**config.mk**
```make
export PLATFORM = sky130hd
export DESIGN_NAME = pcs_socket
export DESIGN_NICKNAME = d
export VERILOG_FILES = /design/src/verilog/pcs_pkg.sv /design/src/verilog/pcs_sync.sv /design/src/verilog/pcs_socket.sv
export SDC_FILE = /design/constraint.sdc
export NUM_CORES = 1
export LEC_CHECK = 0
export BUFFER_PORTS_ARGS = -buffer_cell sky130_fd_sc_hd__buf_2
export CORE_MARGIN = 2
export CORE_UTILIZATION = 52
export CTS_BUF_LIST = sky130_fd_sc_hd__clkbuf_4
export CTS_CLUSTER_SIZE = 14
export DETAILED_ROUTE_END_ITERATION = 7
export HOLD_SLACK_MARGIN = 0.03
export MAX_ROUTING_LAYER = met4
export PLACE_DENSITY = 0.86
export SYNTH_ARGS = -nofsm -noshare
export SYNTH_HDL_FRONTEND = slang
export SYNTH_SLANG_ARGS = --single-unit
```
**constraint.sdc**
```tcl
create_clock -name CLK -period 1.9 [get_ports CLK]
set_input_delay 0.38 -clock CLK [delete_from_list [all_inputs] [get_ports CLK]]
set_output_delay 0.38 -clock CLK [all_outputs]
set_load 0.05 [all_outputs]
```
**src/verilog/pcs_pkg.sv**
```systemverilog
// constants, types and register map of the socket signal block
// assumes a single 50 MHz clock domain and a plain register port
// Overview of operation
// - first activity pin shows its socket's bus activity, second pin the other socket's
// - shared pins reset to general inputs
// - second pin change raises status-change interrupt
// - speaker is xor of both cards' audio
// - suspend keeps registers through host reset
// - 26-bit address, 16-bit data, msb highest
// - battery inputs decode good, weak, dead
// - first battery input is status change in io
// - card audio only taken in io interface
// - card inserted when both detects are low
// - first enable even bytes, second odd bytes
// - io read strobe for io reads, dma to host
// - io write strobe for io writes, dma to card
// - output enable for reads, count at dma write
// - write enable for writes, count at dma read
// - ready means busy/ready or interrupt request by mode
// - attribute select high for common memory only
// - attribute select is dma acknowledge with strobe
// - card reset output forces hard card reset
// - wait input stretches the running cycle
// - write-protect pin is wide port in io mode
package pcs_pkg;
  localparam int PCS_CLK_NS = 20;
  localparam int PCS_SETUP_NS = 60;
  localparam int PCS_STROBE_NS = 300;
  localparam int PCS_HOLD_NS = 40;
  localparam logic [4:0] PCS_SETUP_CYC = 5'((PCS_SETUP_NS + PCS_CLK_NS - 1) / PCS_CLK_NS);
  localparam logic [4:0] PCS_STROBE_CYC = 5'((PCS_STROBE_NS + PCS_CLK_NS - 1) / PCS_CLK_NS);
  localparam logic [4:0] PCS_HOLD_CYC = 5'((PCS_HOLD_NS + PCS_CLK_NS - 1) / PCS_CLK_NS);

  localparam logic [7:0] PCS_REG_CTRL = 8'h00;
  localparam logic [7:0] PCS_REG_ADDR = 8'h04;
  localparam logic [7:0] PCS_REG_WDATA = 8'h08;
  localparam logic [7:0] PCS_REG_CMD = 8'h0c;
  localparam logic [7:0] PCS_REG_RDATA = 8'h10;
  localparam logic [7:0] PCS_REG_STATUS = 8'h14;
  localparam logic [7:0] PCS_REG_CLEAR = 8'h18;

  // control register fields
  localparam int PCS_CTRL_IO = 0;
  localparam int PCS_CTRL_CRST = 1;
  localparam int PCS_CTRL_PIN0 = 2;
  localparam int PCS_CTRL_PIN1 = 4;
  localparam int PCS_CTRL_GPO = 6;
  localparam int PCS_CTRL_CHGEN = 8;
  localparam int PCS_CTRL_DSEL = 9;
  // command register fields
  localparam int PCS_CMD_KIND = 0;
  localparam int PCS_CMD_TCNT = 3;
  localparam int PCS_CMD_BE = 4;

  localparam logic [1:0] PCS_PIN_IN = 2'h0;
  localparam logic [1:0] PCS_PIN_OUT = 2'h1;
  localparam logic [1:0] PCS_PIN_LED = 2'h2;
  localparam logic [1:0] PCS_PIN_VIDEO = 2'h3;

  localparam logic [1:0] PCS_DREQ_BATT = 2'h0;
  localparam logic [1:0] PCS_DREQ_ACK = 2'h1;
  localparam logic [1:0] PCS_DREQ_PROT = 2'h2;

  localparam logic [2:0] PCS_K_MEM_RD = 3'h0;
  localparam logic [2:0] PCS_K_MEM_WR = 3'h1;
  localparam logic [2:0] PCS_K_ATTR_RD = 3'h2;
  localparam logic [2:0] PCS_K_ATTR_WR = 3'h3;
  localparam logic [2:0] PCS_K_IO_RD = 3'h4;
  localparam logic [2:0] PCS_K_IO_WR = 3'h5;
  localparam logic [2:0] PCS_K_DMA_IN = 3'h6;
  localparam logic [2:0] PCS_K_DMA_OUT = 3'h7;

  localparam logic [1:0] PCS_BATT_GOOD = 2'h0;
  localparam logic [1:0] PCS_BATT_WEAK = 2'h1;
  localparam logic [1:0] PCS_BATT_DEAD = 2'h2;

  typedef enum logic [1:0] {PCS_IDLE, PCS_SETUP, PCS_STROBE, PCS_HOLD} pcs_phase_t;

  typedef struct packed {
    pcs_phase_t phase;
    logic [4:0] cnt;
    logic io_mode;
    logic card_reset;
    logic [1:0] pin0_mode;
    logic [1:0] pin1_mode;
    logic [1:0] gpo;
    logic chg_en;
    logic [1:0] dma_sel;
    logic [25:0] addr;
    logic [15:0] wdata;
    logic [2:0] kind;
    logic term_count;
    logic [1:0] be;
    logic [15:0] card_rdata;
    logic ack;
    logic chg_flag;
    logic gp1_prev;
    logic speaker;
    logic [31:0] rdata;
  } pcs_state_t;

  localparam pcs_state_t PCS_STATE_RST = '0;
endpackage

```
**src/verilog/pcs_sync.sv**
```systemverilog
// two-stage synchroniser for a group of pin inputs
// assumes an async active-low reset and a clock enable
`timescale 1ns/100ps
module pcs_sync #(
  parameter int W = 1
) (
  input wire logic clk,
  input wire logic rst_n,
  input wire logic ce,
  input wire logic [W-1:0] din,
  output logic [W-1:0] dout
);
  logic [W-1:0] stage1;

  always_ff @(posedge clk or negedge rst_n) begin
    if (!rst_n) begin
      stage1 <= '0;
      dout <= '0;
    end else if (ce) begin
      stage1 <= din;
      dout <= stage1;
    end
  end
endmodule // pcs_sync

```
**src/verilog/pcs_socket.sv**
```systemverilog
// one 16-bit card socket: cycle sequencer, pin sensing, shared pins
// assumes the other socket supplies its activity and audio on this clock
`timescale 1ns/100ps
module pcs_socket (
  input wire logic CLK,
  input wire logic RST_N,
  input wire logic CE,
  input wire logic [7:0] ADDR,
  input wire logic [31:0] WDATA,
  input wire logic WSTB,
  input wire logic RSTB,
  output logic [31:0] RDATA,
  output logic [25:0] CARD_ADDRESS,
  input wire logic [15:0] CARD_DATA_IN,
  output logic [15:0] CARD_DATA_OUT,
  output logic CARD_DATA_OE_N,
  output logic EVEN_BYTE_CARD_ENABLE_N,
  output logic ODD_BYTE_CARD_ENABLE_N,
  output logic OUTPUT_ENABLE_N,
  output logic WRITE_ENABLE_N,
  output logic IO_READ_STROBE_N,
  output logic IO_WRITE_STROBE_N,
  output logic ATTRIBUTE_SELECT_N,
  output logic CARD_RESET,
  input wire logic CARD_DETECT_FIRST_N,
  input wire logic CARD_DETECT_SECOND_N,
  input wire logic BATTERY_DETECT_FIRST,
  input wire logic BATTERY_DETECT_SECOND,
  input wire logic CARD_READY,
  input wire logic WAIT_N,
  input wire logic WRITE_PROTECT,
  input wire logic INPUT_ACKNOWLEDGE_N,
  input wire logic VOLTAGE_SENSE_FIRST,
  input wire logic VOLTAGE_SENSE_SECOND,
  input wire logic GENERAL_PIN_0_IN,
  output logic GENERAL_PIN_0_OUT,
  output logic GENERAL_PIN_0_OE_N,
  input wire logic GENERAL_PIN_1_IN,
  output logic GENERAL_PIN_1_OUT,
  output logic GENERAL_PIN_1_OE_N,
  input wire logic VIDEO_PORT_ENABLE_STATUS,
  input wire logic SUSPEND_N,
  input wire logic OTHER_SOCKET_ACTIVITY,
  input wire logic OTHER_SOCKET_AUDIO,
  output logic SOCKET_ACTIVITY,
  output logic CARD_BINARY_AUDIO,
  output logic HOST_SPEAKER_OUT,
  output logic CARD_STATUS_CHANGE_INTERRUPT,
  output logic DMA_REQUEST
);
  localparam int SYNC_W = 28;

  logic rst_n;
  logic [SYNC_W-1:0] pins_raw;
  logic [SYNC_W-1:0] pins;
  logic cd1_n;
  logic cd2_n;
  logic batt1;
  logic batt2;
  logic ready;
  logic wait_n;
  logic wprot;
  logic inack_n;
  logic vs1;
  logic vs2;
  logic gp0_in;
  logic gp1_in;
  logic suspend;
  logic [15:0] data_in;
  logic card_inserted;
  logic [1:0] batt_state;
  logic wait_active;
  logic card_audio;
  logic dma_req;
  logic active;
  logic in_strobe;
  logic dma_cycle;
  logic [31:0] status_word;
  logic [31:0] ctrl_word;
  pcs_pkg::pcs_state_t s;
  pcs_pkg::pcs_state_t next_s;

  // reset release through two flops
  pcs_sync #(.W(1)) u_rst_sync (
    .clk(CLK),
    .rst_n(RST_N),
    .ce(1'b1),
    .din(1'b1),
    .dout(rst_n)
  );

  assign pins_raw = {CARD_DATA_IN, GENERAL_PIN_1_IN, GENERAL_PIN_0_IN,
                     VOLTAGE_SENSE_SECOND, VOLTAGE_SENSE_FIRST, INPUT_ACKNOWLEDGE_N,
                     WRITE_PROTECT, WAIT_N, CARD_READY, BATTERY_DETECT_SECOND,
                     BATTERY_DETECT_FIRST, CARD_DETECT_SECOND_N, CARD_DETECT_FIRST_N};

  pcs_sync #(.W(SYNC_W)) u_pin_sync (
    .clk(CLK),
    .rst_n(RST_N),
    .ce(CE),
    .din(pins_raw),
    .dout(pins)
  );

  // suspend kept out of the host reset so it can guard the registers
  pcs_sync #(.W(1)) u_susp_sync (
    .clk(CLK),
    .rst_n(1'b1),
    .ce(CE),
    .din(~SUSPEND_N),
    .dout(suspend)
  );

  assign cd1_n = pins[0];
  assign cd2_n = pins[1];
  assign batt1 = pins[2];
  assign batt2 = pins[3];
  assign ready = pins[4];
  assign wait_n = pins[5];
  assign wprot = pins[6];
  assign inack_n = pins[7];
  assign vs1 = pins[8];
  assign vs2 = pins[9];
  assign gp0_in = pins[10];
  assign gp1_in = pins[11];
  assign data_in = pins[27:12];

  // pin sensing
  assign card_inserted = !cd1_n && !cd2_n;
  assign batt_state = !batt1 ? pcs_pkg::PCS_BATT_DEAD :
                      (!batt2 ? pcs_pkg::PCS_BATT_WEAK : pcs_pkg::PCS_BATT_GOOD);
  assign wait_active = !wait_n;
  assign card_audio = s.io_mode && batt2;
  always_comb begin
    case (s.dma_sel)
      pcs_pkg::PCS_DREQ_BATT: dma_req = batt2;
      pcs_pkg::PCS_DREQ_ACK: dma_req = !inack_n;
      pcs_pkg::PCS_DREQ_PROT: dma_req = wprot;
      default: dma_req = 1'b0;
    endcase
  end

  assign active = s.phase != pcs_pkg::PCS_IDLE;
  assign in_strobe = s.phase == pcs_pkg::PCS_STROBE;
  assign dma_cycle = s.kind[2] && s.kind[1];

  assign status_word = {17'h00000, gp1_in, gp0_in, vs2, vs1, dma_req, s.chg_flag, s.ack,
                        wprot, ready && s.io_mode, ready && !s.io_mode,
                        batt1 && s.io_mode, batt_state, card_inserted, active};
  assign ctrl_word = {21'h000000, s.dma_sel, s.chg_en, s.gpo, s.pin1_mode, s.pin0_mode,
                      s.card_reset, s.io_mode};

  always_comb begin
    next_s = s;
    // register writes
    if (WSTB) begin
      case (ADDR)
        pcs_pkg::PCS_REG_CTRL: begin
          next_s.io_mode = WDATA[pcs_pkg::PCS_CTRL_IO];
          next_s.card_reset = WDATA[pcs_pkg::PCS_CTRL_CRST];
          next_s.pin0_mode = WDATA[pcs_pkg::PCS_CTRL_PIN0 +: 2];
          next_s.pin1_mode = WDATA[pcs_pkg::PCS_CTRL_PIN1 +: 2];
          next_s.gpo = WDATA[pcs_pkg::PCS_CTRL_GPO +: 2];
          next_s.chg_en = WDATA[pcs_pkg::PCS_CTRL_CHGEN];
          next_s.dma_sel = WDATA[pcs_pkg::PCS_CTRL_DSEL +: 2];
        end
        pcs_pkg::PCS_REG_ADDR: begin
          next_s.addr = WDATA[25:0];
        end
        pcs_pkg::PCS_REG_WDATA: begin
          next_s.wdata = WDATA[15:0];
        end
        pcs_pkg::PCS_REG_CMD: begin
          if (!active) begin
            next_s.kind = WDATA[pcs_pkg::PCS_CMD_KIND +: 3];
            next_s.term_count = WDATA[pcs_pkg::PCS_CMD_TCNT];
            next_s.be = WDATA[pcs_pkg::PCS_CMD_BE +: 2];
            next_s.phase = pcs_pkg::PCS_SETUP;
            next_s.cnt = pcs_pkg::PCS_SETUP_CYC - 5'h01;
          end
        end
        pcs_pkg::PCS_REG_CLEAR: begin
          if (WDATA[0]) begin
            next_s.chg_flag = 1'b0;
          end
        end
        default: begin
        end
      endcase
    end
    // register reads, answer in the next cycle
    next_s.rdata = 32'h00000000;
    if (RSTB) begin
      case (ADDR)
        pcs_pkg::PCS_REG_CTRL: next_s.rdata = ctrl_word;
        pcs_pkg::PCS_REG_ADDR: next_s.rdata = {6'h00, s.addr};
        pcs_pkg::PCS_REG_WDATA: next_s.rdata = {16'h0000, s.wdata};
        pcs_pkg::PCS_REG_CMD: next_s.rdata = {26'h0000000, s.be, s.term_count, s.kind};
        pcs_pkg::PCS_REG_RDATA: next_s.rdata = {16'h0000, s.card_rdata};
        pcs_pkg::PCS_REG_STATUS: next_s.rdata = status_word;
        default: next_s.rdata = 32'h00000000;
      endcase
    end
    // cycle sequencer
    case (s.phase)
      pcs_pkg::PCS_IDLE: begin
      end
      pcs_pkg::PCS_SETUP: begin
        if (s.cnt == 5'h00) begin
          next_s.phase = pcs_pkg::PCS_STROBE;
          next_s.cnt = pcs_pkg::PCS_STROBE_CYC - 5'h01;
        end else begin
          next_s.cnt = s.cnt - 5'h01;
        end
      end
      pcs_pkg::PCS_STROBE: begin
        if (s.cnt != 5'h00) begin
          next_s.cnt = s.cnt - 5'h01;
        end else if (!wait_active) begin
          if (!s.kind[0]) begin
            next_s.card_rdata = data_in;
            next_s.ack = !inack_n;
          end
          next_s.phase = pcs_pkg::PCS_HOLD;
          next_s.cnt = pcs_pkg::PCS_HOLD_CYC - 5'h01;
        end
      end
      pcs_pkg::PCS_HOLD: begin
        if (s.cnt == 5'h00) begin
          next_s.phase = pcs_pkg::PCS_IDLE;
        end else begin
          next_s.cnt = s.cnt - 5'h01;
        end
      end
      default: begin
        next_s.phase = pcs_pkg::PCS_IDLE;
      end
    endcase
    // change on the second general pin, set beats clear
    next_s.gp1_prev = gp1_in;
    if (s.chg_en && (gp1_in != s.gp1_prev)) begin
      next_s.chg_flag = 1'b1;
    end
    next_s.speaker = card_audio ^ OTHER_SOCKET_AUDIO;
    // host reset: suspend keeps the register contents
    if (!rst_n) begin
      if (!suspend) begin
        next_s = pcs_pkg::PCS_STATE_RST;
      end else begin
        next_s.phase = pcs_pkg::PCS_IDLE;
        next_s.cnt = 5'h00;
        next_s.rdata = 32'h00000000;
      end
    end
  end

  always_ff @(posedge CLK) begin
    if (CE) begin
      s <= next_s;
    end
  end

  // card side outputs
  assign RDATA = s.rdata;
  assign CARD_ADDRESS = s.addr;
  assign CARD_DATA_OUT = s.wdata;
  assign CARD_DATA_OE_N = !(active && s.kind[0]);
  assign EVEN_BYTE_CARD_ENABLE_N = !(active && s.be[0]);
  assign ODD_BYTE_CARD_ENABLE_N = !(active && s.be[1]);
  assign OUTPUT_ENABLE_N = !(in_strobe && ((!s.kind[2] && !s.kind[0]) ||
                             (s.kind == pcs_pkg::PCS_K_DMA_IN && s.term_count)));
  assign WRITE_ENABLE_N = !(in_strobe && ((!s.kind[2] && s.kind[0]) ||
                            (s.kind == pcs_pkg::PCS_K_DMA_OUT && s.term_count)));
  assign IO_READ_STROBE_N = !(in_strobe && s.kind[2] && !s.kind[0]);
  assign IO_WRITE_STROBE_N = !(in_strobe && s.kind[2] && s.kind[0]);
  assign ATTRIBUTE_SELECT_N = !(active && (s.kind[2] || s.kind[1]));
  assign CARD_RESET = s.card_reset;

  // shared pins
  assign SOCKET_ACTIVITY = active;
  always_comb begin
    case (s.pin0_mode)
      pcs_pkg::PCS_PIN_OUT: GENERAL_PIN_0_OUT = s.gpo[0];
      pcs_pkg::PCS_PIN_LED: GENERAL_PIN_0_OUT = active;
      pcs_pkg::PCS_PIN_VIDEO: GENERAL_PIN_0_OUT = VIDEO_PORT_ENABLE_STATUS;
      default: GENERAL_PIN_0_OUT = 1'b0;
    endcase
    case (s.pin1_mode)
      pcs_pkg::PCS_PIN_OUT: GENERAL_PIN_1_OUT = s.gpo[1];
      pcs_pkg::PCS_PIN_LED: GENERAL_PIN_1_OUT = OTHER_SOCKET_ACTIVITY;
      default: GENERAL_PIN_1_OUT = 1'b0;
    endcase
  end
  assign GENERAL_PIN_0_OE_N = s.pin0_mode == pcs_pkg::PCS_PIN_IN;
  assign GENERAL_PIN_1_OE_N = !(s.pin1_mode == pcs_pkg::PCS_PIN_OUT ||
                                s.pin1_mode == pcs_pkg::PCS_PIN_LED);
  assign CARD_BINARY_AUDIO = card_audio;
  assign HOST_SPEAKER_OUT = s.speaker;
  assign CARD_STATUS_CHANGE_INTERRUPT = s.chg_flag;
  assign DMA_REQUEST = dma_req;
endmodule // pcs_socket

```
## Yosys cells after proc, flatten, opt, wreduce, memory -nomap -nowiden

Index checks and enable logic that the tools add are counted.

| operators by class | value |
|---|---|
| $add $sub $neg | 1 |
| equal/unequal tests | 19 |
| multiplexer cells | 33 |
| bitwise operators | 2 |
| reductions and logical operators | 45 |

Operator list:

| operator | count |
|---|---|
| $pmux W26 S6 | 1 |
| $mux W111 | 1 |
| $mux W79 | 1 |
| $mux W17 | 4 |
| $mux W66 | 1 |
| $mux W26 | 2 |
| $eq A8 B5 Y1 const B | 3 |
| $mux W7 | 3 |
| $pmux W7 S3 | 1 |
| $logic_and A1 B1 Y1 | 19 |
| $eq A8 B4 Y1 const B | 2 |
| $mux W16 | 1 |
| $logic_not A1 Y1 | 15 |
| $mux W5 | 3 |
| $eq A2 B2 Y1 const B | 6 |
| $mux W6 | 2 |
| $mux W11 | 1 |
| $eq A2 B1 Y1 const B | 4 |
| $eq A8 B3 Y1 const B | 1 |
| $logic_not A8 Y1 | 1 |
| $mux W2 | 4 |
| $eq A3 B3 Y1 const B | 2 |
| $pmux W1 S3 | 2 |
| $logic_not A5 Y1 | 1 |
| other kinds (11) | 19 |

| word-level totals | value |
|---|---|
| bits in registers | 178 |
| input port bits | 77 |
| output and inout bits | 92 |
| word-level logic and storage cells | 126 |

## Logic depth before layout (Yosys ltp)

| depth | value |
|---|---|
| depth after elaboration | 7 |
| depth in mapped cells | 8 |
| depth with buffers taken out | 6 |

## Cells and area by module

A second synthesis with hierarchy kept.

| second synthesis, totals | value |
|---|---|
| cell total of the unflattened synthesis | 748 |
| area total of the unflattened synthesis | 8854.7 um^2 |

Modules (own cells, without submodules):

| module | instances | cells each | area an instance (um^2) | sequential area each (um^2) |
|---|---|---|---|---|
| pcs_socket | 1 | 622 | 6466.2 | 3363.2 |
| pcs_sync (u_pin_sync) | 1 | 118 | 2243.4 | 1401.3 |
| pcs_sync (u_rst_sync ...) | 2 | 4 | 72.6 | 50.0 |

## Worst setup path before layout

No wires, ideal clock.

| path | value |
|---|---|
| kind | register -> output |
| from | reg s[117] (netlist bit) |
| to | out GENERAL_PIN_0_OUT |
| arrival | 1.925 ns |
| required time | 1.520 ns |
| slack | -0.405 ns |
| stages on the path, launching flop included | 6 |
| buffers on the path | 1 |
| cells stage by stage | edfxtp_1 -> clkbuf_1 -> nor2_1 -> inv_1 -> o211ai_1 -> o21ai_0 |

| on the way | value |
|---|---|
| word-level cells in the longest chain between the ends | 2 |

Ends and longest elaborated chain:

| element | RTL line | source |
|---|---|---|
| from (decl) | pcs_socket.sv:80 | `pcs_pkg::pcs_state_t s;` |
| from (signal assigned) | pcs_socket.sv:259 | `s <= next_s;` |
| $reduce_bool A2 Y1 | pcs_socket.sv:143 | `assign active = s.phase != pcs_pkg::PCS_IDLE;` |
| net SOCKET_ACTIVITY | pcs_socket.sv:45 | `output logic SOCKET_ACTIVITY,` |
| $pmux W1 S3 | pcs_socket.sv:282 | `case (s.pin0_mode)` |
| to (decl) | pcs_socket.sv:36 | `output logic GENERAL_PIN_0_OUT,` |

The timed path passes the listed nets, and every way through them passes these cells.

## Worst setup path after layout

| path | value |
|---|---|
| from | reg s[116] (netlist bit) |
| to | out IO_WRITE_STROBE_N |

| on the way | value |
|---|---|
| word-level cells in the longest chain between the ends | 4 |

Ends and longest elaborated chain:

| element | RTL line | source |
|---|---|---|
| $eq A2 B2 Y1 | pcs_socket.sv:144 | `assign in_strobe = s.phase == pcs_pkg::PCS_STROBE;` |
| $logic_and A1 B1 Y1 (2 in series) | pcs_socket.sv:275 | `assign IO_WRITE_STROBE_N = !(in_strobe && s.kind[2] && s.kind[0]);` |
| $logic_not A1 Y1 | pcs_socket.sv:275 |  |
| to (decl) | pcs_socket.sv:22 | `output logic IO_WRITE_STROBE_N,` |

Every way passes these cells.

==> flow_summary.toml <==
[run_status]
status = "finished with violations"
violations = "setup timing"

[sta]
relSlewSlack = 0.660
min_period_ns = 2.22
rsz0062_at_grt = "yes"
worst_slack_ns = -0.320
finalClockSkew_ns = 0.0209
hold_slack_ns = 0.0263
setup_viol = 35
worstMarginPinSlew_ns = 0.503
hold_viol_final = 0
slew_violations = 0
max_freq_mhz = 450
post-route-period-util = 1.17

[layout]
area_growth_pct = 27.3
layout_commonest_cell = "buf_2"
multi_input_area_um2 = 3440
instances_no_fill = 1179
nets = 1024
final_cell_mix = "buf_2, edfxtp_1, nand2_1"
fin_area_um2 = 11100
seq_area_um2 = 4870
utilization = 0.671
drive_gt1_frac = 0.461
fillers = 1159

[cts]
h-tree-depth = 4
cts_tree = "built"
max-clock-path-buffers = 2
clock-root-buffer = "clkbuf_4"
cts_buffers = 17
insertion_delay_ns = 0.58
clk_pin_slew_ns = 0.15
cts_sinks = 172

[worst_hold_path]
holdPathStages = 2
hold_class = "input pin to register"

[setup_path]
cp_common_cell = "buf_6"
path_cells = "buf_6 > buf_6 > and3b_2 > nand2_2 > buf_8"
crit_arrival_ns = 1.84
cp.required_ns = 1.52
crit_cells = 5
worstSetupStartpointType = "register"
critical_path.top_delay_family = "flip-flops"
cp_max_fo = 3
r2r_cells = 9
critPathMaxStageDelay_ns = 0.47
critPathKind = "register to output pin"
cp.buffers_inverters = 3
critPathSlowestCell = "edfxtp_1"
end_kind = "output pin"

[floorplanning]
fp.dieArea_um2 = 17700
start_util = 0.527
io_pins = 169
core_um2 = 16500
die_h_um = 133
dieWidth_um = 133
core.rowCount = 47

[power_and_ir_drop]
total_leakage_power_uw = 0.00457
pwr-share-comb = 0.198
switchingPower_uw = 2620
power.density_cell_area_nw_per_um2 = 800
finalPower_uw = 8850
p_sw_frac = 0.296
p_seq_frac = 0.521
clockPowerShare = 0.280
vdd_drop_max_v = 0.000428
p_int_uw = 6230

[route]
post-route-drc-count = 0
drtIter0Drc = 738
routedWlPerCell_um = 20.6
drt_wl_total_mm = 24.3
antenna_left = 0
routed-via-count = 7016
dr.pass1.iters = 5
via_per_inst = 5.95

[synth]
syn-cell-area_um2 = 8680
seq_area_frac_synth = 0.561
yosys_warnings = 0
syn_area_per_cell_um2 = 11.4
synth-seq-cells = 172
synth_cell_types = 57
async_flop_share = 0.337
synthCells = 764
synth_edf_count = 114
synthFlopType = "edfxtp_1"

[placement]
place_area_um2 = 9720
hpwl_mm = 15.5
gp_congestion = 0.966
port_buffers = 156
place_inst = 1100

[global_route]
grt_max_degree = 59
grt.total_usage = 0.261
grt_pass1_vias = 6689
grt_overflow = 0
grt_first_pass_wirelength_mm = 35.0
grt_antenna_before_repair = 2

[job]
cap_violations = 0
per-stage QoR:
step	setup TNS (ns)	setup slack (ns)
3_5_place_dp	-3.62	-0.155
4_1_cts	-2.01	-0.272
2_1_floorplan	-1.40	-0.135
6_report	-3.87	-0.320
3_3_place_gp	-2.85	-0.113
5_1_grt	-5.29	-0.340
flip-flops by register name (all words and copies together), names as in the netlist, 10 cells and up:
| register | cells |
|---|---|
| s | 31 |
| CARD_DATA_OUT | 16 |
| u_pin_sync.stage1 | 28 |
| RDATA | 26 |
| ctrl_word | 10 |
| u_pin_sync.dout | 28 |
| CARD_ADDRESS | 26 |
power groups by stage:
stage | Combinational (uW) | Sequential (uW) | Clock (uW)
4_1_cts | 1630 | 4580 | 2470
3_5_place_dp | 1480 | 4650 | 0
5_1_grt | 1840 | 4640 | 2640
6_report | 1750 | 4610 | 2480
3_3_place_gp | 1440 | 4640 | 0
2_1_floorplan | 1080 | 4580 | 0
worst register-to-register path, delay by kind of cell, from the launching register on:
family	cells	cell delay (ns)
buffers and inverters	4	0.65
and+or+nand+nor	3	0.45
DFF	1	0.44
adders and majority gates	1	0.16
AOI/OAI and AO/OA	1	0.05
repair_timing:
action / in CTS / in global routing
hold endpoints to repair: 84 / 0
pin swaps: 11 / 45
endpoints found under the setup margin: 23 / 38
gates resized for setup: 62 / 79
buffers inserted: 9 / 6
gates cloned: 0 / 4
hold buffers: 27 / 0
logic make-up (layout without fill, tap and decap cells):
kind of cell	Yosys count	in the layout	synth area share
fa+ha+maj	3	3	0.00432
flops	172	172	0.561
xor+xnor	4	4	0.00404
mux	87	87	0.118
simple gates	250	250	0.138
buf+inv	127	315	0.0911
other cells	2	9	0.000865
compound gates	119	119	0.0824
routing by layer:
metal / GRT usage / up-vias / share of wire / wire, um
met5: - / - / 0 / 0
met4: 0.131 / 0 / 0.046 / 1130
met3: 0.0582 / 102 / 0.10 / 2420
met2: 0.406 / 515 / 0.48 / 11700
met1: 0.326 / 3386 / 0.37 / 9000
li1: - / 3013 / - / -
synth_stat cells, types with 11 or more instances:
cell      count  area share
a21oi_1      70       0.040
mux2i_1      21       0.024
buf_4        75       0.065
clkbuf_1     30       0.013
nor2_1       35       0.015
edfxtp_1    114        0.39
a22oi_1      11      0.0095
nand2_1     109       0.047
mux2_2       60       0.078
nand3_1      38       0.022
and2_1       11      0.0079
dfrtp_1      58        0.17
final cells by class:
class                      instances  area share
sequential                       172       0.441
multi-input combinational        470       0.311
timing repair buffer             273       0.189
tap                              220      0.0249
clock inverter                    14      0.0181
clock buffer                      18      0.0122
inverter                          10     0.00340
antenna                            2    0.000453
path summary, 6_finish.rpt:
check	startpoint	to	slack (ns)
worst min register to register	u_rst_sync.stage1$_DFF_PN0_	u_rst_sync.dout$_DFF_PN0_	0.35
worst max-delay path	s[116]$_SDFFCE_PN0P_	IO_WRITE_STROBE_N	-0.32
worst max register to register	s[112]$_SDFFCE_PN0P_	s[48]$_DFFE_PP_	-0.10
worst min-delay path	WRITE_PROTECT	u_pin_sync.stage1[6]$_DFFE_PN0P_	0.03
max in group asynchronous	RST_N	u_pin_sync.dout[16]$_DFFE_PN0P_	1.32
min in group asynchronous	RST_N	u_pin_sync.dout[6]$_DFFE_PN0P_	0.30
(Power assumes the default switching activity.)
